**src/hdl/priority_arbiter_defines.vh**
```
/*
 * Constants for the priority interrupt arbiter: vector numbers, levels,
 * source indices and exception-entry step counts.
 * Assumes inclusion by bare name from the design files only.
 */
`ifndef PRIORITY_ARBITER_DEFINES_VH
`define PRIORITY_ARBITER_DEFINES_VH

// Source count and levels
`define NUM_SRC          29
`define LEVEL_W          4
`define LEVEL_MAX        4'hF
`define LEVEL_ZERO       4'h0
`define LEVEL_RESET      16'h0000
`define NMI_LEVEL        5'h10

// Vector numbers of all sources (first vector of the pin and serial groups)
`define VEC_BREAK        8'h0C
`define VEC_NMI          8'h0B
`define VEC_DEBUG        8'h0D
`define VEC_EXT_LO       8'h40
`define VEC_EXT_HI       8'h50
`define VEC_WATCHDOG     8'h54
`define VEC_CMT0         8'h56
`define VEC_CMT1         8'h57
`define VEC_SERIAL       8'h58
`define VEC_HOST         8'h64
`define VEC_HOST_BOOT    8'h65

// Source index ranges (index order is the fixed default order)
`define IDX_BREAK        0
`define IDX_NMI          1
`define IDX_DEBUG        2
`define IDX_EXT          3
`define IDX_WATCHDOG     11
`define IDX_CMT0         12
`define IDX_CMT1         13
`define IDX_SERIAL       14
`define IDX_HOST         26
`define IDX_HOST_BOOT    27
`define IDX_NONE         28

// Vector table address is vector number times four
`define VEC_ADDR_SHIFT   2

// Exception entry steps
`define ENTRY_STEPS      4

`endif

```
**src/hdl/level_select.v**
```verilog
/*
 * Picks the highest-level request among all pending sources; equal levels
 * resolve to the lower index, which is the fixed default order.
 * Assumes level and pending vectors are flat and same-clock.
 */
`timescale 1ns/100ps
`default_nettype none

`include "priority_arbiter_defines.vh"

module level_select #(
    parameter N = 28
) (
    // Requests
    input  wire [N-1:0]   pend,
    input  wire [5*N-1:0] levels,
    // Winner
    output reg  [4:0]     win_level,
    output reg  [4:0]     win_index,
    output reg            win_valid
);

    integer i;
    reg [4:0] lv;

    always @* begin
        win_level = 5'h00;
        win_index = 5'h00;
        win_valid = 1'b0;
        lv        = 5'h00;
        // Scan high index down so greater or equal wins; ties keep low index
        for (i = N - 1; i >= 0; i = i - 1) begin
            lv = levels[5*i +: 5];
            if (pend[i] && lv != 5'h00 && lv >= win_level) begin // [RQ9] [RQ10] [RQ5] [RQ20]
                win_level = lv;
                win_index = i[4:0];
                win_valid = 1'b1;
            end
        end
    end

endmodule

`default_nettype wire

```
**src/hdl/priority_arbiter.v**
```verilog
/*
 * Priority interrupt arbiter with vectoring and exception-entry sequencer.
 * Assumes the CPU core samples cpu_req in decode, answers with decode_ack,
 * performs stack writes on stack_wr/stack_done and vector reads on
 * vec_rd/vec_done. Request inputs arrive on clk from on-chip logic.
 */
//
// How it works
// [RQ1] Each peripheral source owns vector, level 0-15
// [RQ2] Peripheral acceptance loads mask with its level
// [RQ3] Breakpoint fixed 15, edge latched, mask 15
// [RQ4] Debug interrupt fixed 15, edge latched, mask 15
// [RQ5] Shared field: smaller vector number wins
// [RQ6] All priority fields reset to zero
// [RQ7] Fixed vector numbers per source
// [RQ8] Table address derived from vector number
// [RQ9] Highest programmed level wins the round
// [RQ10] Equal levels follow fixed default order
// [RQ11] Forward only when level exceeds mask
// [RQ12] CPU samples request in decode stage
// [RQ13] Status and PC pushed before vector
// [RQ14] Accepted level written into mask field
// [RQ15] Branch to handler, non-delayed
// [RQ16] Edge requests pend until accepted or reset
// [RQ17] Software cancels pending external pin requests
// [RQ18] Pushed PC is the return address
// [RQ19] Non-maskable pin level 16, always accepted
// [RQ20] Level zero source is masked
// [RQ21] Levels 4-bit plain binary
//
`timescale 1ns/100ps
`default_nettype none

`include "priority_arbiter_defines.vh"

module priority_arbiter #(
    parameter ADDR_W = 32
) (
    // Clock and reset
    input  wire              clk,
    input  wire              rst_n,
    input  wire              debug_reset,
    // Priority fields, four 4-bit levels per register
    input  wire [15:0]       priority_reg_a,
    input  wire [15:0]       priority_reg_b,
    input  wire [15:0]       priority_reg_c,
    input  wire [15:0]       priority_reg_d,
    input  wire [15:0]       priority_reg_e,
    input  wire              priority_we,
    // Fixed sources
    input  wire              breakpoint_unit,
    input  wire              nmi_edge,
    input  wire              debug_serial_port,
    // External pins, already edge or level qualified
    input  wire [7:0]        ext_pin_int,
    input  wire [7:0]        ext_pin_is_edge,
    input  wire [7:0]        ext_pin_status_reg,
    input  wire              ext_pin_status_we,
    // Peripheral requests (levels)
    input  wire              watchdog_interval_int,
    input  wire              compare_match_int_0,
    input  wire              compare_match_int_1,
    input  wire [11:0]       serial_int,
    input  wire              host_port_int,
    input  wire              host_port_boot_int,
    // CPU core
    input  wire [3:0]        cpu_mask_level,
    input  wire              decode_ack,
    input  wire [ADDR_W-1:0] next_pc,
    input  wire [31:0]       cpu_status_word,
    input  wire              stack_done,
    input  wire              vec_done,
    input  wire [ADDR_W-1:0] vec_data,
    // Outputs to CPU core
    output reg               cpu_req,
    output reg  [7:0]        cpu_vector,
    output reg               stack_wr,
    output reg  [31:0]       stack_data,
    output reg               vec_rd,
    output reg  [ADDR_W-1:0] vec_addr,
    output reg               mask_we,
    output reg  [3:0]        mask_value,
    output reg               branch,
    output reg  [ADDR_W-1:0] branch_addr,
    output reg  [7:0]        ext_pin_pending
);

    ////////////////////////////////////////////////////////////////////////
    // Helpers

    function [7:0] vector_of;
        input [4:0] idx;
        begin
            if (idx == `IDX_BREAK)            vector_of = `VEC_BREAK; // [RQ7]
            else if (idx == `IDX_NMI)         vector_of = `VEC_NMI;
            else if (idx == `IDX_DEBUG)       vector_of = `VEC_DEBUG;
            else if (idx < `IDX_EXT + 4)      vector_of = `VEC_EXT_LO + {3'h0, idx - 5'd3};
            else if (idx < `IDX_WATCHDOG)     vector_of = `VEC_EXT_HI + {3'h0, idx - 5'd7};
            else if (idx == `IDX_WATCHDOG)    vector_of = `VEC_WATCHDOG;
            else if (idx == `IDX_CMT0)        vector_of = `VEC_CMT0;
            else if (idx == `IDX_CMT1)        vector_of = `VEC_CMT1;
            else if (idx < `IDX_HOST)         vector_of = `VEC_SERIAL + {3'h0, idx - 5'd14}; // [RQ1]
            else if (idx == `IDX_HOST)        vector_of = `VEC_HOST;
            else                              vector_of = `VEC_HOST_BOOT;
        end
    endfunction

    function [4:0] field;
        input [15:0] r;
        input [1:0]  pos;
        begin
            // Field 3 sits in bits 15..12, plain binary
            field = {1'b0, r[4*pos +: 4]}; // [RQ21]
        end
    endfunction

    ////////////////////////////////////////////////////////////////////////
    // Priority levels held locally so reset forces them to zero

    reg [15:0] lvl_a, lvl_b, lvl_c, lvl_d, lvl_e;

    always @(posedge clk) begin
        if (!rst_n) begin
            lvl_a <= `LEVEL_RESET; // [RQ6]
            lvl_b <= `LEVEL_RESET;
            lvl_c <= `LEVEL_RESET;
            lvl_d <= `LEVEL_RESET;
            lvl_e <= `LEVEL_RESET;
        end else if (priority_we) begin
            lvl_a <= priority_reg_a;
            lvl_b <= priority_reg_b;
            lvl_c <= priority_reg_c;
            lvl_d <= priority_reg_d;
            lvl_e <= priority_reg_e;
        end
    end

    ////////////////////////////////////////////////////////////////////////
    // Edge-latched requests

    reg        brk_prev, dbg_prev;
    reg        brk_pend, nmi_pend, dbg_pend;
    reg  [7:0] ext_prev;
    wire       accept;
    reg  [4:0] acc_index;
    wire [7:0] ext_rise = ext_pin_int & ~ext_prev;
    integer    k;

    always @(posedge clk) begin
        if (!rst_n || debug_reset) begin
            brk_prev        <= 1'b0;
            dbg_prev        <= 1'b0;
            ext_prev        <= 8'h00;
            brk_pend        <= 1'b0; // [RQ16]
            nmi_pend        <= 1'b0;
            dbg_pend        <= 1'b0;
            ext_pin_pending <= 8'h00;
        end else begin
            brk_prev <= breakpoint_unit;
            dbg_prev <= debug_serial_port;
            ext_prev <= ext_pin_int;
            // New edge wins over the acceptance clear
            if (breakpoint_unit && !brk_prev)
                brk_pend <= 1'b1; // [RQ3]
            else if (accept && acc_index == `IDX_BREAK)
                brk_pend <= 1'b0;
            if (nmi_edge)
                nmi_pend <= 1'b1;
            else if (accept && acc_index == `IDX_NMI)
                nmi_pend <= 1'b0;
            if (debug_serial_port && !dbg_prev)
                dbg_pend <= 1'b1; // [RQ4]
            else if (accept && acc_index == `IDX_DEBUG)
                dbg_pend <= 1'b0;
            for (k = 0; k < 8; k = k + 1) begin
                if (!ext_pin_is_edge[k])
                    ext_pin_pending[k] <= ext_pin_int[k];
                else if (ext_rise[k])
                    ext_pin_pending[k] <= 1'b1; // [RQ16]
                else if (ext_pin_status_we && !ext_pin_status_reg[k])
                    ext_pin_pending[k] <= 1'b0; // [RQ17]
                else if (accept && acc_index == `IDX_EXT + k)
                    ext_pin_pending[k] <= 1'b0;
            end
        end
    end

    ////////////////////////////////////////////////////////////////////////
    // Request and level vectors, index order equals default order

    wire [27:0] pend = {host_port_boot_int, host_port_int, serial_int,
                        compare_match_int_1, compare_match_int_0,
                        watchdog_interval_int, ext_pin_pending,
                        dbg_pend, nmi_pend, brk_pend};

    // Serial channels share one field for all four of their sources
    wire [139:0] levels = {
        field(lvl_e, 2'd2), field(lvl_e, 2'd3),                  // [RQ1]
        {4{field(lvl_d, 2'd1)}}, {4{field(lvl_d, 2'd2)}},
        {4{field(lvl_d, 2'd3)}},                                 // [RQ5]
        field(lvl_c, 2'd0), field(lvl_c, 2'd1), field(lvl_c, 2'd3),
        field(lvl_b, 2'd0), field(lvl_b, 2'd1), field(lvl_b, 2'd2),
        field(lvl_b, 2'd3), field(lvl_a, 2'd0), field(lvl_a, 2'd1),
        field(lvl_a, 2'd2), field(lvl_a, 2'd3),
        {1'b0, `LEVEL_MAX}, `NMI_LEVEL, {1'b0, `LEVEL_MAX}       // [RQ3] [RQ4] [RQ19]
    };

    wire [4:0] win_level;
    wire [4:0] win_index;
    wire       win_valid;

    level_select #(
        .N(28)
    ) u_select (
        .pend      (pend),
        .levels    (levels),
        .win_level (win_level),
        .win_index (win_index),
        .win_valid (win_valid)
    );

    // Non-maskable level 16 always exceeds any 4-bit mask
    wire fwd = win_valid && (win_level > {1'b0, cpu_mask_level}); // [RQ11] [RQ19]

    ////////////////////////////////////////////////////////////////////////
    // Exception entry sequencer

    localparam [5:0] S_IDLE   = 6'h01;
    localparam [5:0] S_PUSHSR = 6'h02;
    localparam [5:0] S_PUSHPC = 6'h04;
    localparam [5:0] S_MASK   = 6'h08;
    localparam [5:0] S_VEC    = 6'h10;
    localparam [5:0] S_BRANCH = 6'h20;

    reg [5:0]        state;
    reg [4:0]        acc_level;
    reg [ADDR_W-1:0] ret_pc;

    assign accept = (state == S_IDLE) && cpu_req && decode_ack; // [RQ12]

    always @(posedge clk) begin
        if (!rst_n) begin
            state       <= S_IDLE;
            cpu_req     <= 1'b0;
            cpu_vector  <= 8'h00;
            acc_index   <= `IDX_NONE;
            acc_level   <= 5'h00;
            ret_pc      <= {ADDR_W{1'b0}};
            stack_wr    <= 1'b0;
            stack_data  <= 32'h00000000;
            vec_rd      <= 1'b0;
            vec_addr    <= {ADDR_W{1'b0}};
            mask_we     <= 1'b0;
            mask_value  <= 4'h0;
            branch      <= 1'b0;
            branch_addr <= {ADDR_W{1'b0}};
        end else begin
            mask_we <= 1'b0;
            branch  <= 1'b0;
            case (state)
                S_IDLE: begin
                    if (accept) begin
                        // Winner is frozen at decode so a late arrival cannot swap vector
                        cpu_req    <= 1'b0;
                        ret_pc     <= next_pc; // [RQ18]
                        stack_wr   <= 1'b1;
                        stack_data <= cpu_status_word; // [RQ13]
                        state      <= S_PUSHSR;
                    end else begin
                        cpu_req    <= fwd; // [RQ11]
                        cpu_vector <= vector_of(win_index); // [RQ7]
                        acc_index  <= win_index;
                        acc_level  <= win_level;
                    end
                end
                S_PUSHSR: begin
                    if (stack_done) begin
                        stack_data <= ret_pc[31:0]; // [RQ13] [RQ18]
                        state      <= S_PUSHPC;
                    end
                end
                S_PUSHPC: begin
                    if (stack_done) begin
                        stack_wr <= 1'b0;
                        state    <= S_MASK;
                    end
                end
                S_MASK: begin
                    mask_we <= 1'b1;
                    // Level 16 saturates to 15 in the 4-bit field
                    mask_value <= acc_level[4] ? `LEVEL_MAX : acc_level[3:0]; // [RQ2] [RQ14]
                    vec_rd   <= 1'b1;
                    vec_addr <= {{(ADDR_W-8){1'b0}}, cpu_vector} << `VEC_ADDR_SHIFT; // [RQ8]
                    state    <= S_VEC;
                end
                S_VEC: begin
                    if (vec_done) begin
                        vec_rd      <= 1'b0;
                        branch      <= 1'b1; // [RQ15]
                        branch_addr <= vec_data; // [RQ8]
                        state       <= S_BRANCH;
                    end
                end
                S_BRANCH: begin
                    acc_index <= `IDX_NONE;
                    state     <= S_IDLE;
                end
                default: state <= S_IDLE;
            endcase
        end
    end

endmodule

`default_nettype wire

```
**config.mk**
```make
export PLATFORM = sky130hd
export DESIGN_NAME = priority_arbiter
export DESIGN_NICKNAME = d
export VERILOG_FILES = /design/src/hdl/level_select.v /design/src/hdl/priority_arbiter.v
export VERILOG_INCLUDE_DIRS = /design/src /design/src/hdl
export SDC_FILE = /design/constraint.sdc
export NUM_CORES = 1
export LEC_CHECK = 0
export BUFFER_PORTS_ARGS = -buffer_cell sky130_fd_sc_hd__buf_2
export CORE_AREA = 10 10 208 210
export CTS_CLUSTER_DIAMETER = 80
export DETAILED_ROUTE_END_ITERATION = 12
export DIE_AREA = 0 0 218 220
export MAX_ROUTING_LAYER = met4
export PLACE_DENSITY = 0.64
export SLEW_MARGIN = 30
export SYNTH_ARGS = -nofsm -noshare
export SYNTH_HDL_FRONTEND = slang
export SYNTH_SLANG_ARGS = --single-unit
```
**constraint.sdc**
```tcl
create_clock -name clk -period 52.2 [get_ports clk]
set_input_delay 10.44 -clock clk [delete_from_list [all_inputs] [get_ports clk]]
set_output_delay 10.44 -clock clk [all_outputs]
set_load 0.01 [all_outputs]
```
# Yosys cells after proc, flatten, opt, wreduce, memory -nomap -nowiden
# Cells that the tools add are included.
[word_totals]
regBits = 238
output_inout_bits = 121
inputBits = 232
[classes]
n_addsub = 6
bitwise_logic = 3
reduce_logical = 123
n_mux = 151
eq_ne = 35
n_lt_le_gt_ge = 32
[ops]
columns = ["op", "count"]
rows = [
  ["2-to-1 mux 5 bit", 31],
  ["2-to-1 mux 4 bit", 27],
  [">= comparator 4 bit", 24],
  ["nonzero test 5 bit", 16],
  ["logical AND 1 bit", 77],
  ["2-to-1 mux 1 bit", 73],
  ["2-to-1 mux 8 bit", 9],
  ["2-to-1 mux 32 bit", 2],
  ["one-hot mux 32 bit (2 select lines)", 1],
  ["inequality test 4 x 1 -> 1 bit, second input constant", 8],
  ["== test 5 x 4 -> 1 bit, second input constant", 6],
  ["one-hot mux 6 bit (5 select lines)", 1],
  ["adder 7 x 5 -> 8 bit, first input constant", 3],
  ["2-to-1 mux 6 bit", 4],
  ["== test 5 x 3 -> 1 bit, second input constant", 4],
  ["== test 5 x 2 -> 1 bit, second input constant", 3],
  ["nonzero test 2 bit", 7],
  ["AND reduction 2 bit", 6],
  ["logical NOT 1 bit", 11],
  ["== test 5 x 1 -> 1 bit, second input constant", 2],
  ["logical NOT 5 bit", 2],
  ["inequality test 2 bit, second input constant", 5],
  ["one-hot mux 5 bit (2 select lines)", 1],
  ["AND 8 bit", 1],
  ["other kinds (24)", 26],
]

# Longest topological paths before layout
# Gate-level depths: netlist of run 1.
[depth]
ltp_word = 96
mapped_depth = 214

# Cells and area by module
# A second synthesis of run 1 with hierarchy kept.
[unflattened]
cells_unflattened = 2204
hier_area_um2 = 16744.8
[by_module_without_submodules]
columns = ["mod", "n_inst", "cells_per_inst", "seq_area_each_um2", "area_per_inst_um2"]
rows = [
  ["priority_arbiter", 1, 1041, 4404.2, 9043.7],
  ["level_select", 1, 1163, 0.0, 7701.1],
]

# Worst setup path after synthesis of run 1
# No wires, ideal clock.
[synth_path]
path_type = "input to register"
start = "input host_port_boot_int"
end = "register cpu_vector[4]"
path_stages = 200
required_time_ns = 52.139
setup_time_ns = 0.061
n_path_buf = 8
arrival_ns = 46.824
slack_ns = 5.316
cell_sequence = "and2_1 > ha_1 > or3b_4 > a211o_2 > and3_1 > mux2_2 > ha_1 > nand2b_1 > maj3_2 > o311a_1 > a21oi_1 > ha_1 > nand2b_1 > a21o_1 > o31a_1 > inv_1 > nand2_1 > nor2_1 > [164 not listed] > o21ai_0 > a21o_1 > ha_1 > a21o_1 > a21o_1 > a21oi_1 > nor2b_1 > o41a_1 > or3_1 > nor3_1 > o21ai_0 > or3_1 > buf_6 > buf_6 > o31ai_1 > ha_1 > o211ai_1 > a32o_1"
[synth_via]
elab_chain_cells = 95
word_cells_on_any_way = 135
classes_between = "add/sub (6); order compare (30); eq/ne (5); mux (64); reduce/logical (30)"
[synth_lines]
columns = ["item", "line_no", "rtl"]
rows = [
  ["start, declared", "priority_arbiter.v:65", "input wire host_port_boot_int,"],
  ["logical AND 1 bit (*) (2 in series)", "level_select.v:34", "if (pend[i] && lv != 5'h00 && lv >= win_level) begin"],
  ["2-to-1 mux 4 bit", "level_select.v:34", ""],
  [">= comparator 4 bit", "level_select.v:34", ""],
  ["logical AND 1 bit", "level_select.v:34", ""],
  ["2-to-1 mux 4 bit", "level_select.v:34", ""],
  [">= comparator 4 bit", "level_select.v:34", ""],
  ["logical AND 1 bit", "level_select.v:34", ""],
  ["2-to-1 mux 4 bit", "level_select.v:34", ""],
  ["[78 not listed]", "n/a", ""],
  ["2-to-1 mux 8 bit", "priority_arbiter.v:101", "else if (idx == `IDX_CMT1) vector_of = `VEC_CMT1;"],
  ["2-to-1 mux 8 bit", "priority_arbiter.v:100", "else if (idx == `IDX_CMT0) vector_of = `VEC_CMT0;"],
  ["2-to-1 mux 8 bit", "priority_arbiter.v:99", "else if (idx == `IDX_WATCHDOG) vector_of = `VEC_WATCHDOG;"],
  ["2-to-1 mux 8 bit", "priority_arbiter.v:98", "else if (idx < `IDX_WATCHDOG) vector_of = `VEC_EXT_HI + {3'h0, idx - 5'd7};"],
  ["2-to-1 mux 8 bit", "priority_arbiter.v:97", "else if (idx < `IDX_EXT + 4) vector_of = `VEC_EXT_LO + {3'h0, idx - 5'd3};"],
  ["2-to-1 mux 8 bit", "priority_arbiter.v:96", "else if (idx == `IDX_DEBUG) vector_of = `VEC_DEBUG;"],
  ["2-to-1 mux 8 bit", "priority_arbiter.v:95", "else if (idx == `IDX_NMI) vector_of = `VEC_NMI;"],
  ["2-to-1 mux 8 bit (*)", "priority_arbiter.v:94", "if (idx == `IDX_BREAK) vector_of = `VEC_BREAK;"],
  ["end signal, assigned", "priority_arbiter.v:271", "cpu_vector <= vector_of(win_index);"],
  ["end, declared", "priority_arbiter.v:76", "output reg [7:0] cpu_vector,"],
]
# Every way passes the cells marked *; elsewhere a longest branch is shown, timed or not.
# A chain may end at the register's enable or synchronous reset.

# Worst setup path in the final report of run 1
[layout_path]
start = "input host_port_boot_int"
end = "register cpu_req"
[layout_via]
elab_chain_cells = 87
word_cells_on_any_way = 115
classes_between = "order compare (28); mux (57); reduce/logical (30)"
[layout_lines]
columns = ["item", "line_no", "rtl"]
rows = [
  ["logical AND 1 bit (*) (2 in series)", "level_select.v:34", ""],
  ["2-to-1 mux 4 bit (*)", "level_select.v:34", ""],
  [">= comparator 4 bit", "level_select.v:34", ""],
  ["logical AND 1 bit", "level_select.v:34", ""],
  ["2-to-1 mux 4 bit (*)", "level_select.v:34", ""],
  [">= comparator 4 bit", "level_select.v:34", ""],
  ["logical AND 1 bit", "level_select.v:34", ""],
  ["2-to-1 mux 4 bit (*)", "level_select.v:34", ""],
  ["[71 not listed]", "n/a", ""],
  ["2-to-1 mux 5 bit (*)", "level_select.v:34", ""],
  [">= comparator 4 x 5 -> 1 bit", "level_select.v:34", ""],
  ["logical AND 1 bit", "level_select.v:34", ""],
  ["2-to-1 mux 5 bit (*)", "level_select.v:34", ""],
  ["via u_select.win_level[1]", "level_select.v:18", "output reg [4:0] win_level,"],
  ["greater-than comparator 5 x 4 -> 1 bit (*)", "priority_arbiter.v:223", "wire fwd = win_valid && (win_level > {1'b0, cpu_mask_level});"],
  ["logical AND 1 bit (*)", "priority_arbiter.v:223", ""],
  ["2-to-1 mux 1 bit (*)", "priority_arbiter.v:262", "if (accept) begin"],
  ["end signal, assigned", "priority_arbiter.v:270", "cpu_req <= fwd;"],
  ["end, declared", "priority_arbiter.v:75", "output reg cpu_req,"],
]
# Mark *: on every way through the listed nets, which the timed path passes. The rest lies on a longest branch.

==> results.md, run 1 <==
- Number of design rule violations left after detail routing: 0
- Global routing usage summed across all routing layers: 18.60%
- DRT Pass-1 Iters: 5
- Height of the die: 220 um
- Via-to-Cell Ratio: 5.310
- Die area: 47960 um2
- Arrival time worst endpoint: about 50 ns
- Sequential-to-total area share from yosys stat: between 30% and 40%
- Largest incremental delay on the critical path: 0.48 ns
- Number of levels in the clock H-tree: 1
- Hold WS: 0.4490 ns
- Starting density of the core: 36.26%
- Final hold vios: 0
- Residual antenna-violating net count after detailed routing: 0
- Wire length per cell: 17.35 um
- Detail Placement HPWL: 35.85 mm
- Cell variety after synth: 107
- Worst Hold Launch: vec_addr[3]$_SDFFE_PN0P_
- Combinational power share: 61.2%
- Most used DFF post-synth: sky130_fd_sc_hd__dfxtp_1
- Core Area: slightly below 40000 um2
- Avg Inst Size Synth: approximately 8 um2
- Min-Delay Path Depth: 2
- Time the worst path needs with I/O delays and setup: 49.20 ns
- Placement Rows: 73
- Fraction of final layout cells with drive strength greater than 1: 24.94%
- Maximum capacitance violations: 0
- Class of the tightest hold or removal check: reg2reg
- Data required time at the worst endpoint: around 53 ns
- Critical path buffers and inverters: 13
- Worst Skew: 0.02484 ns
- Last weighted congestion value of the routability-driven placer: 0.8961
- Count of buffers from port buffering: 310
- Total length of routed wires: 46.61 mm
- Cell at the slowest stage of the critical path: sky130_fd_sc_hd__or4_1
- R2R depth: 200
- Tightest Pin Transition: around 0.95 ns
- Remaining global-route overflow: 0
- Crit-path most repeated cell: sky130_fd_sc_hd__ha_1
- Worst-Skew Late Latency: 0.58 ns
- TritonCTS Buffers: 29
- Total clock sinks: 220
- Result of the run: finished, final reports clean
- Setup slack of the worst register-to-register path: 12.71 ns
- Detailed-route via count: between 10000 and 15000
- Area of all placed cells without fillers: 17770 um2
- Pwr/cell area: approximately 62 nW/um2
- Final std cells w/o fill: ~2700
- Reg clk slew, reported paths: 0.06 ns
- Util after Layout: 45.26%
- Width of the die: 218 um
- Post-synthesis cell area: 14240 um2
- Final-report setup violation count: 0
- Start point of the critical path: host_port_boot_int
- Worst ir drop on vdd: 30.55 uV
- Category of the worst setup path capture point: flip-flop
- Asr flop ratio synth: 0%
- Startpoint kind of the worst setup timing path: input pin
- Reported leakage power: about 8.1 nW
- Initial antenna violation count: 5
- Kind of cell with the highest combined delay on the critical path: compound AO/OA/AOI/OAI gates
- Clock Root Buffer: sky130_fd_sc_hd__clkbuf_16
- Maximum clock rate: just over 0.02 GHz
- Area after DPL: 16570 um2
- Layout Nets: 2441
- Maximum number of pins on one net before global-route repair: 116
- Reported net switching power: 0.4784 mW
- Number of cells in the design after placement: 2616
- Fraction of power consumed by the clock network: 18.9%
- Flop and latch count out of synthesis: between 200 and 250
- Number of synthesized flops with an enable pin: 0
- Vias in the first global route: 13620
- CP Max Fanout: 12
- Endpoint of the worst hold path: vec_addr[3]$_SDFFE_PN0P_
- Wire length of the first global-routing pass: 72.22 mm
- TritonCTS clock tree: yes
- Internal power: 0.6214 mW
- Iteration-0 DRC count of the detailed router: just over 800
- Area grow syn2layout: 24.82%
- Relative contribution of sequential cells to total power: just under 20%
- Post-route fraction of the period consumed by the critical path: 94.26%
- Worst r2r dst: cpu_req$_SDFFE_PN0N_
- Slew margin rel.: 36.29%
- Switching portion of total power: a little over two fifths
- Crit path kind: in2reg
- Max Slew Vio Count: 0
- Startpoint of the worst-slack reg-to-reg timing path: lvl_e[8]$_SDFFE_PN0P_
- I/O Pins: 353
- YS warnings: 0
- Post-route setup TNS: 0 ns
- Gate count of the mapped netlist: 1793
- Bufs on Longest Clock Path: 3
[tightest hold or removal path, cell delays in order, from the launching register on]
cell	delay (ns)
sky130_fd_sc_hd__dfxtp_1	0.30
sky130_fd_sc_hd__nand2_1	0.05
sky130_fd_sc_hd__a21oi_1	0.05
[how the worst max path moves through the flow]
| stage | to | slack [ns] | cells after the start |
|---|---|---|---|
| after global routing | cpu_req$_SDFFE_PN0N_ | -0.02 | 203 |
| after detailed placement | cpu_req$_SDFFE_PN0N_ | 0.73 | 200 |
| final | cpu_req$_SDFFE_PN0N_ | 3.00 | 201 |
| after floorplan | cpu_vector[4]$_SDFFE_PN0P_ | 5.32 | 200 |
| after global placement | cpu_req$_SDFFE_PN0N_ | 1.34 | 199 |
| after CTS | cpu_req$_SDFFE_PN0N_ | 1.16 | 202 |
[cell usage in the layout (no fill, tap or decap), types with 11 or more instances in the layout]
cell type	synthesis	layout
sky130_fd_sc_hd__nand2_1	247	247
sky130_fd_sc_hd__ha_1	74	74
sky130_fd_sc_hd__o21a_1	13	13
sky130_fd_sc_hd__o31ai_1	12	11
sky130_fd_sc_hd__buf_2	3	309
sky130_fd_sc_hd__nor2_1	196	192
sky130_fd_sc_hd__a211oi_1	43	43
sky130_fd_sc_hd__dfxtp_1	220	220
sky130_fd_sc_hd__or2_2	11	11
sky130_fd_sc_hd__mux2_2	13	13
sky130_fd_sc_hd__clkbuf_16	0	29
sky130_fd_sc_hd__o21ai_0	50	50
sky130_fd_sc_hd__conb_1	1	26
sky130_fd_sc_hd__nand2b_1	29	29
sky130_fd_sc_hd__mux2i_1	112	112
sky130_fd_sc_hd__nor2b_1	18	17
sky130_fd_sc_hd__o211ai_1	22	22
sky130_fd_sc_hd__a31oi_1	19	19
sky130_fd_sc_hd__nor3_1	33	32
sky130_fd_sc_hd__a21oi_1	159	153
sky130_fd_sc_hd__a211o_1	11	11
sky130_fd_sc_hd__o2111ai_1	13	13
sky130_fd_sc_hd__and2_1	24	24
sky130_fd_sc_hd__buf_4	27	90
sky130_fd_sc_hd__nand3_1	24	23
sky130_fd_sc_hd__inv_1	71	71
sky130_fd_sc_hd__and3_1	17	17
sky130_fd_sc_hd__a21o_1	22	22
[kinds of logic (layout without fill, tap and decap cells)]
group	count (synthesis)	after routing	share of synthesized area, %
adder cells (fa/ha/maj)	78	78	6.792
other	1	31	0.02633
buffers and inverters	186	525	5.905
flip-flops	220	220	30.93
AO/OA/AOI/OAI	503	503	24.97
multiplexers	126	126	8.997
AND/OR/NAND/NOR	672	672	21.95
XOR/XNOR	7	7	0.4306
[metrics by stage]
step / power, mW / setup slack, ns
after global placement: 0.8658 / 1.339
after CTS: 1.094 / 1.163
after global routing: 1.196 / -0.02374
after floorplan: 0.6684 / 5.316
after detailed placement: 0.8815 / 0.7290
final: 1.100 / 2.997
[per-layer routing]
metal  vias up  global-route usage [%]  routed length [um]
li1       7147                       -                   -
met1      6682                   23.47               20880
met5         -                       -                   0
met4         0                   4.675                1037
met3        68                   3.401                2450
met2       370                   30.16               22250
[area by class of cell]
type | instances | area [um2]
Tap cell | 525 | 656.9
Timing Repair Buffer | 400 | 2233
Clock buffer | 37 | 805.8
Fill cell | 4002 | 21500
Inverter | 72 | 275.3
Antenna cell | 5 | 12.51
Sequential cell | 220 | 4404
Clock inverter | 16 | 202.7
Multi-Input combinational cell | 1412 | 9184
[sequential cells by signal, indices dropped and copies added (netlist names), 7 cells and up]
signal           count
branch_addr         32
ret_pc              32
stack_data          32
lvl_a               16
lvl_b               16
lvl_c               12
lvl_d               12
ext_pin_pending      8
ext_prev             8
lvl_e                8
cpu_vector           7
vec_addr             7
[cell usage after synthesis, types with 17 or more instances]
cell type                    n  area share (%)
sky130_fd_sc_hd__clkbuf_1   74             2.0
sky130_fd_sc_hd__a211oi_1   43             2.3
sky130_fd_sc_hd__a21oi_1   159             5.6
sky130_fd_sc_hd__dfxtp_1   220              31
sky130_fd_sc_hd__a31oi_1    19            0.83
sky130_fd_sc_hd__mux2i_1   112             7.9
sky130_fd_sc_hd__o211ai_1   22             1.2
sky130_fd_sc_hd__ha_1       74             6.5
sky130_fd_sc_hd__nand2b_1   29             1.3
sky130_fd_sc_hd__nand3_1    24            0.84
sky130_fd_sc_hd__nor2_1    196             5.2
sky130_fd_sc_hd__a21o_1     22             1.2
sky130_fd_sc_hd__nor2b_1    18            0.79
sky130_fd_sc_hd__inv_1      71             1.9
sky130_fd_sc_hd__and3_1     17            0.75
sky130_fd_sc_hd__nor3_1     33             1.2
sky130_fd_sc_hd__buf_4      27             1.4
sky130_fd_sc_hd__o21ai_0    50             1.8
sky130_fd_sc_hd__and2_1     24             1.1
sky130_fd_sc_hd__nand2_1   247             6.5
[power groups by stage]
stage	clock (mW)	sequential [mW]	combinational, mW
4_1_cts	0.214	0.219	0.662
3_5_place_dp	0	0.222	0.659
3_3_place_gp	0	0.221	0.645
2_1_floorplan	0	0.220	0.448
5_1_grt	0.221	0.223	0.752
6_report	0.208	0.219	0.673
[what timing repair did]
action | in CTS | in global routing
buffers inserted | 0 | 13
resized for setup | 0 | 19
endpoints found under the setup margin | 0 | 17
hold buffers | 0 | 0
endpoints found under the hold margin | 0 | 0
Power figures use the tool's default switching activity.
==> inputs of run 2 (changes only) <==
--- a/config.mk
+++ b/config.mk
@@ -7,12 +7,14 @@
 export NUM_CORES = 1
 export LEC_CHECK = 0
 export BUFFER_PORTS_ARGS = -buffer_cell sky130_fd_sc_hd__buf_2
-export CORE_AREA = 10 10 208 210
+export CELL_PAD_IN_SITES_DETAIL_PLACEMENT = 0
+export CELL_PAD_IN_SITES_GLOBAL_PLACEMENT = 1
+export CORE_AREA = 2 2 200 202
 export CTS_CLUSTER_DIAMETER = 80
 export DETAILED_ROUTE_END_ITERATION = 12
-export DIE_AREA = 0 0 218 220
+export DIE_AREA = 0 0 202 204
 export MAX_ROUTING_LAYER = met4
-export PLACE_DENSITY = 0.64
+export PLACE_DENSITY = 0.82
 export SLEW_MARGIN = 30
 export SYNTH_ARGS = -nofsm -noshare
 export SYNTH_HDL_FRONTEND = slang
==> constraint.sdc (replaced) <==
create_clock -name clk -period 51.7 [get_ports clk]
set_input_delay 10.34 -clock clk [delete_from_list [all_inputs] [get_ports clk]]
set_output_delay 10.34 -clock clk [all_outputs]
set_load 0.01 [all_outputs]
==> results.md, run 2 (same netlist as run 1, synthesis figures left out) <==
- Count of buffers from port buffering: 310 (unchanged)
- CP Max Fanout: 12 (unchanged)
- Pre-CTS setup slack: 1.158 ns (+0.4294 ns)
- Clock Root Buffer: sky130_fd_sc_hd__clkbuf_16
- R2R depth: 194 (-3.0%)
- Fraction of final layout cells with drive strength greater than 1: 25.07% (+0.13 points)
- Wire length of the first global-routing pass: 69.19 mm (-4.2%)
- Iteration-0 DRC count of the detailed router: 872 (+7.5%)
- Global routing usage summed across all routing layers: 21.01% (+2.4 points)
- # fillers: 3913 (-2.2%)
- Crit path kind: in2reg
- Category of the worst setup path capture point: flip-flop
- Area occupied by multi-input gates: 9158 um2 (-0.29%)
- Maximum capacitance violations: 0 (unchanged)
- Reg clk slew, reported paths: 0.05 ns (about the same)
- Slew margin rel.: 37.51% (+1.2 points)
- Worst-Skew Late Latency: 0.59 ns (about the same)
- Min-Delay Path Depth: 2 (unchanged)
- Max Slew Vio Count: 0 (unchanged)
- Wire length per cell: 16.36 um (-5.7%)
- Final hold vios: 0 (unchanged)
- Util after Layout: 45.44% (+0.19 points)
- Crit-path most repeated cell: sky130_fd_sc_hd__ha_1
- Post-route fraction of the period consumed by the critical path: a little over nine tenths
- Area grow syn2layout: 25.04%
- Startpoint kind of the worst setup timing path: input pin
- Sequential standard cell area: 4404 um2 (unchanged)
- Highest-count cells in the layout ignoring fill and taps: sky130_fd_sc_hd__buf_2, sky130_fd_sc_hd__nand2_1, sky130_fd_sc_hd__dfxtp_1
- Vias in the first global route: 13390 (-1.7%)
- Largest incremental delay on the critical path: 0.65 ns (+0.17 ns)
- Total length of routed wires: 44.14 mm (-5.3%)
- Critical path depth in cells: 195 (-3.0%)
- DRT Pass-1 Iters: 5 (unchanged)
- Result of the run: finished, final reports clean
- TritonCTS Buffers: 28 (-3.4%)
- Leading cell type in the layout, fill and taps excluded: sky130_fd_sc_hd__buf_2
- Layout Nets: 2451 (+0.41%)
- Number of cells in the design after placement: 2635 (+0.73%)
- Final-report setup violation count: 0 (unchanged)
- Detailed-route via count: 14270 (+0.014%)
- Maximum clock rate: slightly above 0.02 GHz
- Reported leakage power: 8.072 nW (+0.23%)
- Pwr/cell area: 62.26 nW/um2 (+0.62%)
- Hold WS: 0.4492 ns (+0.0001960 ns)
- Arrival time worst endpoint: 49.04 ns (-0.58 ns)
- Number of design rule violations left after detail routing: 0 (unchanged)
- Remaining global-route overflow: 0 (unchanged)
- Width of the die: 202 um (-7.3%)
- Cell at the slowest stage of the critical path: sky130_fd_sc_hd__o311ai_0
- Detail Placement HPWL: 33.60 mm (-6.3%)
- Die area: 41210 um2 (-14%)
- Critical path buffers and inverters: 13 (unchanged)
- Placement Rows: 73 (unchanged)
- Total clock sinks: 220 (unchanged)
- Registers with the most flip-flops: branch_addr (32), ret_pc (32), stack_data (32)
- Via-to-Cell Ratio: 5.291 (-0.36%)
- Kind of cell with the highest combined delay on the critical path: compound AO/OA/AOI/OAI gates
- Number of levels in the clock H-tree: 1 (unchanged)
- Data required time at the worst endpoint: 52.17 ns (-0.45 ns)
- Class of the tightest hold or removal check: reg2reg
- Time the worst path needs with I/O delays and setup: 48.57 ns
- Last weighted congestion value of the routability-driven placer: 0.8928 (-0.37%)
- Worst Skew: 0.04748 ns (+0.02263 ns)
- Post-route setup TNS: 0 ns (unchanged)
- Worst ir drop on vdd: 29.93 uV (-2.0%)
- TritonCTS clock tree: yes
- Number of hold buffers added after CTS: 0 (unchanged)
- Worst path setup slack after routing: 3.125 ns (+0.1285 ns)
- Maximum number of pins on one net before global-route repair: 103 (-11%)
- Tightest Pin Transition: 0.9373 ns (-0.01481 ns)
- Starting density of the core: 36.34% (+0.085 points)
- Final std cells w/o fill: 2697 (+0.37%)
- Initial antenna violation count: 7 (+2)
- Bufs on Longest Clock Path: 3 (unchanged)
- Residual antenna-violating net count after detailed routing: 0 (unchanged)
- I/O Pins: 353 (unchanged)
- Core Area: 39180 um2 (-0.23%)
- Height of the die: 204 um (-7.3%)
-- run 2: area by class of cell --
cell class	instances	area share, %
Antenna cell	6	0.08432
Clock buffer	35	4.308
Clock inverter	16	1.181
Inverter	72	1.546
Multi-Input combinational cell	1412	51.43
Sequential cell	220	24.73
Tap cell	525	3.689
Timing Repair Buffer	411	13.03
-- run 2: worst paths after layout --
kind                                                   end                     start  slack (ns)
worst max-delay path            cpu_vector[1]$_SDFFE_PN0P_        host_port_boot_int        3.13
worst min-delay path              vec_addr[2]$_SDFFE_PN0P_  vec_addr[2]$_SDFFE_PN0P_        0.45
worst max register to register  cpu_vector[1]$_SDFFE_PN0P_     lvl_e[8]$_SDFFE_PN0P_       12.73
worst min register to register    vec_addr[2]$_SDFFE_PN0P_  vec_addr[2]$_SDFFE_PN0P_        0.45
-- run 2: through the flow --
stage	power (mW)	cell area, um2
4_1_cts	1.110	17690
5_1_grt	1.208	17800
6_report	1.109	17810
3_5_place_dp	0.9023	16710
2_1_floorplan	0.6749	14330
3_3_place_gp	0.8898	16710
-- run 2: metal layers --
layer | up-vias | global-route usage (%) | wire, um
li1 | 7159 | - | -
met1 | 6673 | 27.10 | 20100
met2 | 372 | 34.30 | 20920
met3 | 65 | 2.982 | 2039
met4 | 0 | 5.961 | 1079
met5 | - | - | 0
-- run 2: power breakdown --
part / switching (mW) / internal [mW] / leakage, nW
Clock: 0.0823 / 0.121 / 0.469
Sequential: 0.0208 / 0.200 / 1.80
Combinational: 0.377 / 0.307 / 5.80
Total: 0.480 / 0.629 / 8.07
-- run 2: worst min-delay path: stages (launching register included) --
cell	delay, ns
sky130_fd_sc_hd__dfxtp_1	0.30
sky130_fd_sc_hd__nand2_1	0.05
sky130_fd_sc_hd__a21oi_1	0.05
-- run 2: repair_timing --
item / 4_1_cts / 5_1_grt
endpoints found under the hold margin: 0 / 0
buffers inserted: 0 / 5
setup endpoints to repair: 0 / 17
gates resized for setup: 0 / 14
==> inputs of run 3 (changes only) <==
--- a/config.mk
+++ b/config.mk
@@ -9,10 +9,10 @@
 export BUFFER_PORTS_ARGS = -buffer_cell sky130_fd_sc_hd__buf_2
 export CELL_PAD_IN_SITES_DETAIL_PLACEMENT = 0
 export CELL_PAD_IN_SITES_GLOBAL_PLACEMENT = 1
-export CORE_AREA = 2 2 200 202
+export CORE_AREA = 4 4 202 204
 export CTS_CLUSTER_DIAMETER = 80
 export DETAILED_ROUTE_END_ITERATION = 12
-export DIE_AREA = 0 0 202 204
+export DIE_AREA = 0 0 206 208
 export MAX_ROUTING_LAYER = met4
 export PLACE_DENSITY = 0.82
 export SLEW_MARGIN = 30
==> results.md, run 3 (same netlist as run 1, synthesis figures left out) <==
- Crit path kind: in2reg
- Startpoint kind of the worst setup timing path: input pin
- DRT Pass-1 Iters: 5 (unchanged)
- Detailed-route via count: 14150 (-0.83%)
- Worst Skew: 0.02479 ns (-0.02269 ns)
- Wire length per cell: 16.67 um (+1.8%)
- Total design power: 1.117 mW (+0.77%)
- Setup repair after global routing missed its margin: false
- Maximum number of pins on one net before global-route repair: 109 (+5.8%)
- Worst-Skew Late Latency: 0.57 ns (-0.02 ns)
- TritonCTS clock tree: yes
- Number of levels in the clock H-tree: 1 (unchanged)
- Worst ir drop on vdd: 33.40 uV (+12%)
- Startpoint of the worst-slack reg-to-reg timing path: lvl_e[8]$_SDFFE_PN0P_
- Area grow syn2layout: 25.37%
- Starting density of the core: 36.26% (-0.085 points)
- Pwr/cell area: 62.58 nW/um2 (+0.51%)
- Last weighted congestion value of the routability-driven placer: 0.9015 (+0.97%)
- Total clock sinks: 220 (unchanged)
- # fillers: 3961 (+1.2%)
- Height of the die: 208 um (+2.0%)
- Tightest Pin Transition: 0.9176 ns (-0.01974 ns)
- Slew margin rel.: 38.83% (+1.3 points)
- TritonCTS Buffers: 29 (+3.6%)
- Final hold vios: 0 (unchanged)
- Time the worst path needs with I/O delays and setup: 48.52 ns (-0.05277 ns)
- Reg clk slew, reported paths: 0.06 ns (about the same)
- Registers with the most flip-flops: branch_addr (32), ret_pc (32), stack_data (32)
- Worst Hold Launch: vec_addr[6]$_SDFFE_PN0P_
- Residual antenna-violating net count after detailed routing: 0 (unchanged)
- Total length of routed wires: 45.02 mm (+2.0%)
- Layout Nets: 2452 (+0.041%)
- Number of design rule violations left after detail routing: 0 (unchanged)
- Fraction of final layout cells with drive strength greater than 1: 25.18% (+0.12 points)
- Category of the worst setup path capture point: flip-flop
- CP Max Fanout: 12 (unchanged)
- Post-route fraction of the period consumed by the critical path: 93.85% (-0.10 points)
- Bufs on Longest Clock Path: 3 (unchanged)
- Worst r2r dst: cpu_vector[1]$_SDFFE_PN0P_
- Width of the die: 206 um (+2.0%)
- Crit-path most repeated cell: sky130_fd_sc_hd__ha_1
- Data required time at the worst endpoint: 52.18 ns (about the same)
- Reported leakage power: 8.103 nW (+0.38%)
- Leading cell type in the layout, fill and taps excluded: sky130_fd_sc_hd__buf_2
- Die area: 42850 um2 (+4.0%)
- Post-route setup TNS: 0 ns (unchanged)
- Maximum capacitance violations: 0 (unchanged)
- Clock Root Buffer: sky130_fd_sc_hd__clkbuf_16
- Max Slew Vio Count: 0 (unchanged)
- Count of buffers from port buffering: 310 (unchanged)
- R2R depth: 196 (+1.0%)
- Result of the run: finished, final reports clean
- Core Area: 39280 um2 (+0.23%)
- Detail Placement HPWL: 34.37 mm (+2.3%)
- Placement Rows: 73 (unchanged)
- Highest-count cells in the layout ignoring fill and taps: sky130_fd_sc_hd__buf_2, sky130_fd_sc_hd__nand2_1, sky130_fd_sc_hd__dfxtp_1
- I/O Pins: 353 (unchanged)
- Endpoint of the worst hold path: vec_addr[6]$_SDFFE_PN0P_
- Maximum clock rate: 0.02061 GHz (+0.11%)
- Vias in the first global route: 13250 (-1.1%)
- Initial antenna violation count: 9 (+2)
- Number of hold buffers added after CTS: 0 (unchanged)
- Via-to-Cell Ratio: 5.239 (-0.98%)
- Setup slack of the worst register-to-register path: 12.78 ns (+0.05 ns)
- Largest incremental delay on the critical path: 0.45 ns (-0.20 ns)
- Remaining global-route overflow: 0 (unchanged)
- Class of the tightest hold or removal check: reg2reg
- Wire length of the first global-routing pass: 69.59 mm (+0.58%)
- Area occupied by multi-input gates: 9149 um2 (about the same)
- Final-report setup violation count: 0 (unchanged)
- Cell at the slowest stage of the critical path: sky130_fd_sc_hd__o311a_1
- Iteration-0 DRC count of the detailed router: 789 (-9.5%)
- Sequential standard cell area: 4404 um2 (unchanged)
- Arrival time worst endpoint: 49.00 ns (-0.04 ns)
- Min-Delay Path Depth: 2 (unchanged)
- Global routing usage summed across all routing layers: 20.13% (-0.88 points)
run 3: cell count changes in the layout (fill, tap and decap cells not counted), moves of 2 or more:
cell / before / now
sky130_fd_sc_hd__a21oi_2: 5 / 7
sky130_fd_sc_hd__a21oi_4: 2 / 0
sky130_fd_sc_hd__clkinv_4: 3 / 1
sky130_fd_sc_hd__diode_2: 6 / 8
sky130_fd_sc_hd__inv_8: 0 / 4
run 3: worst max-delay path by stage:
stage | startpoint | endpoint | depth (start not counted)
finish | host_port_boot_int | cpu_vector[1]$_SDFFE_PN0P_ | 197
global route | host_port_boot_int | cpu_vector[5]$_SDFFE_PN0P_ | 196
CTS | host_port_boot_int | cpu_vector[1]$_SDFFE_PN0P_ | 194
detailed placement | host_port_boot_int | cpu_vector[1]$_SDFFE_PN0P_ | 195
global placement | host_port_boot_int | cpu_vector[1]$_SDFFE_PN0P_ | 193
floorplan | host_port_boot_int | cpu_vector[4]$_SDFFE_PN0P_ | 200
run 3: per-layer routing:
metal	GRT usage [%]	wire, um	vias up
li1	-	-	7171
met1	26.73	20750	6574
met2	32.16	20960	329
met3	2.946	2151	76
met4	5.392	1160	0
met5	-	0	-
run 3: metrics by stage:
stage / std cells / area (um2) / hold slack (ns) / util, % / worst slack (ns)
floorplan: 1818 / 14330 / 0.4357 / - / 4.916
global placement: 2633 / 16690 / 0.4388 / 42.51 / 1.508
detailed placement: 2633 / 16700 / 0.4450 / 42.52 / 1.110
CTS: 2686 / 17730 / 0.4538 / 45.14 / 1.586
global route: 2701 / 17850 / 0.4657 / 45.45 / 0.02936
finish: 2701 / 17850 / 0.4506 / 45.45 / 3.178
run 3: where the power goes:
part / switching, mW / leakage, nW / internal, mW / total, mW
combinational: 0.377 / 5.80 / 0.304 / 0.681
sequential: 0.0202 / 1.80 / 0.200 / 0.220
clock: 0.0839 / 0.503 / 0.132 / 0.216
total: 0.481 / 8.10 / 0.636 / 1.12
run 3: layout make-up:
type | instances | share of cell area (%)
antenna | 8 | 0.1121
clock buffer | 37 | 4.514
clock inverter | 16 | 1.262
inverter | 72 | 1.542
multi-input combinational | 1412 | 51.25
sequential | 220 | 24.67
tap | 525 | 3.680
timing repair buffer | 411 | 12.97
run 3: critical path, delay by kind of cell:
family / cells / cell delay (ns)
compound gates: 82 / 15.57
simple gates: 61 / 9.51
fa+ha+maj: 27 / 7.58
mux: 12 / 4.08
buf+inv: 15 / 1.82
run 3: timing repair:
action,4_1_cts,5_1_grt
gates resized for setup,0,14
setup endpoints to repair,0,17
buffers inserted,0,7
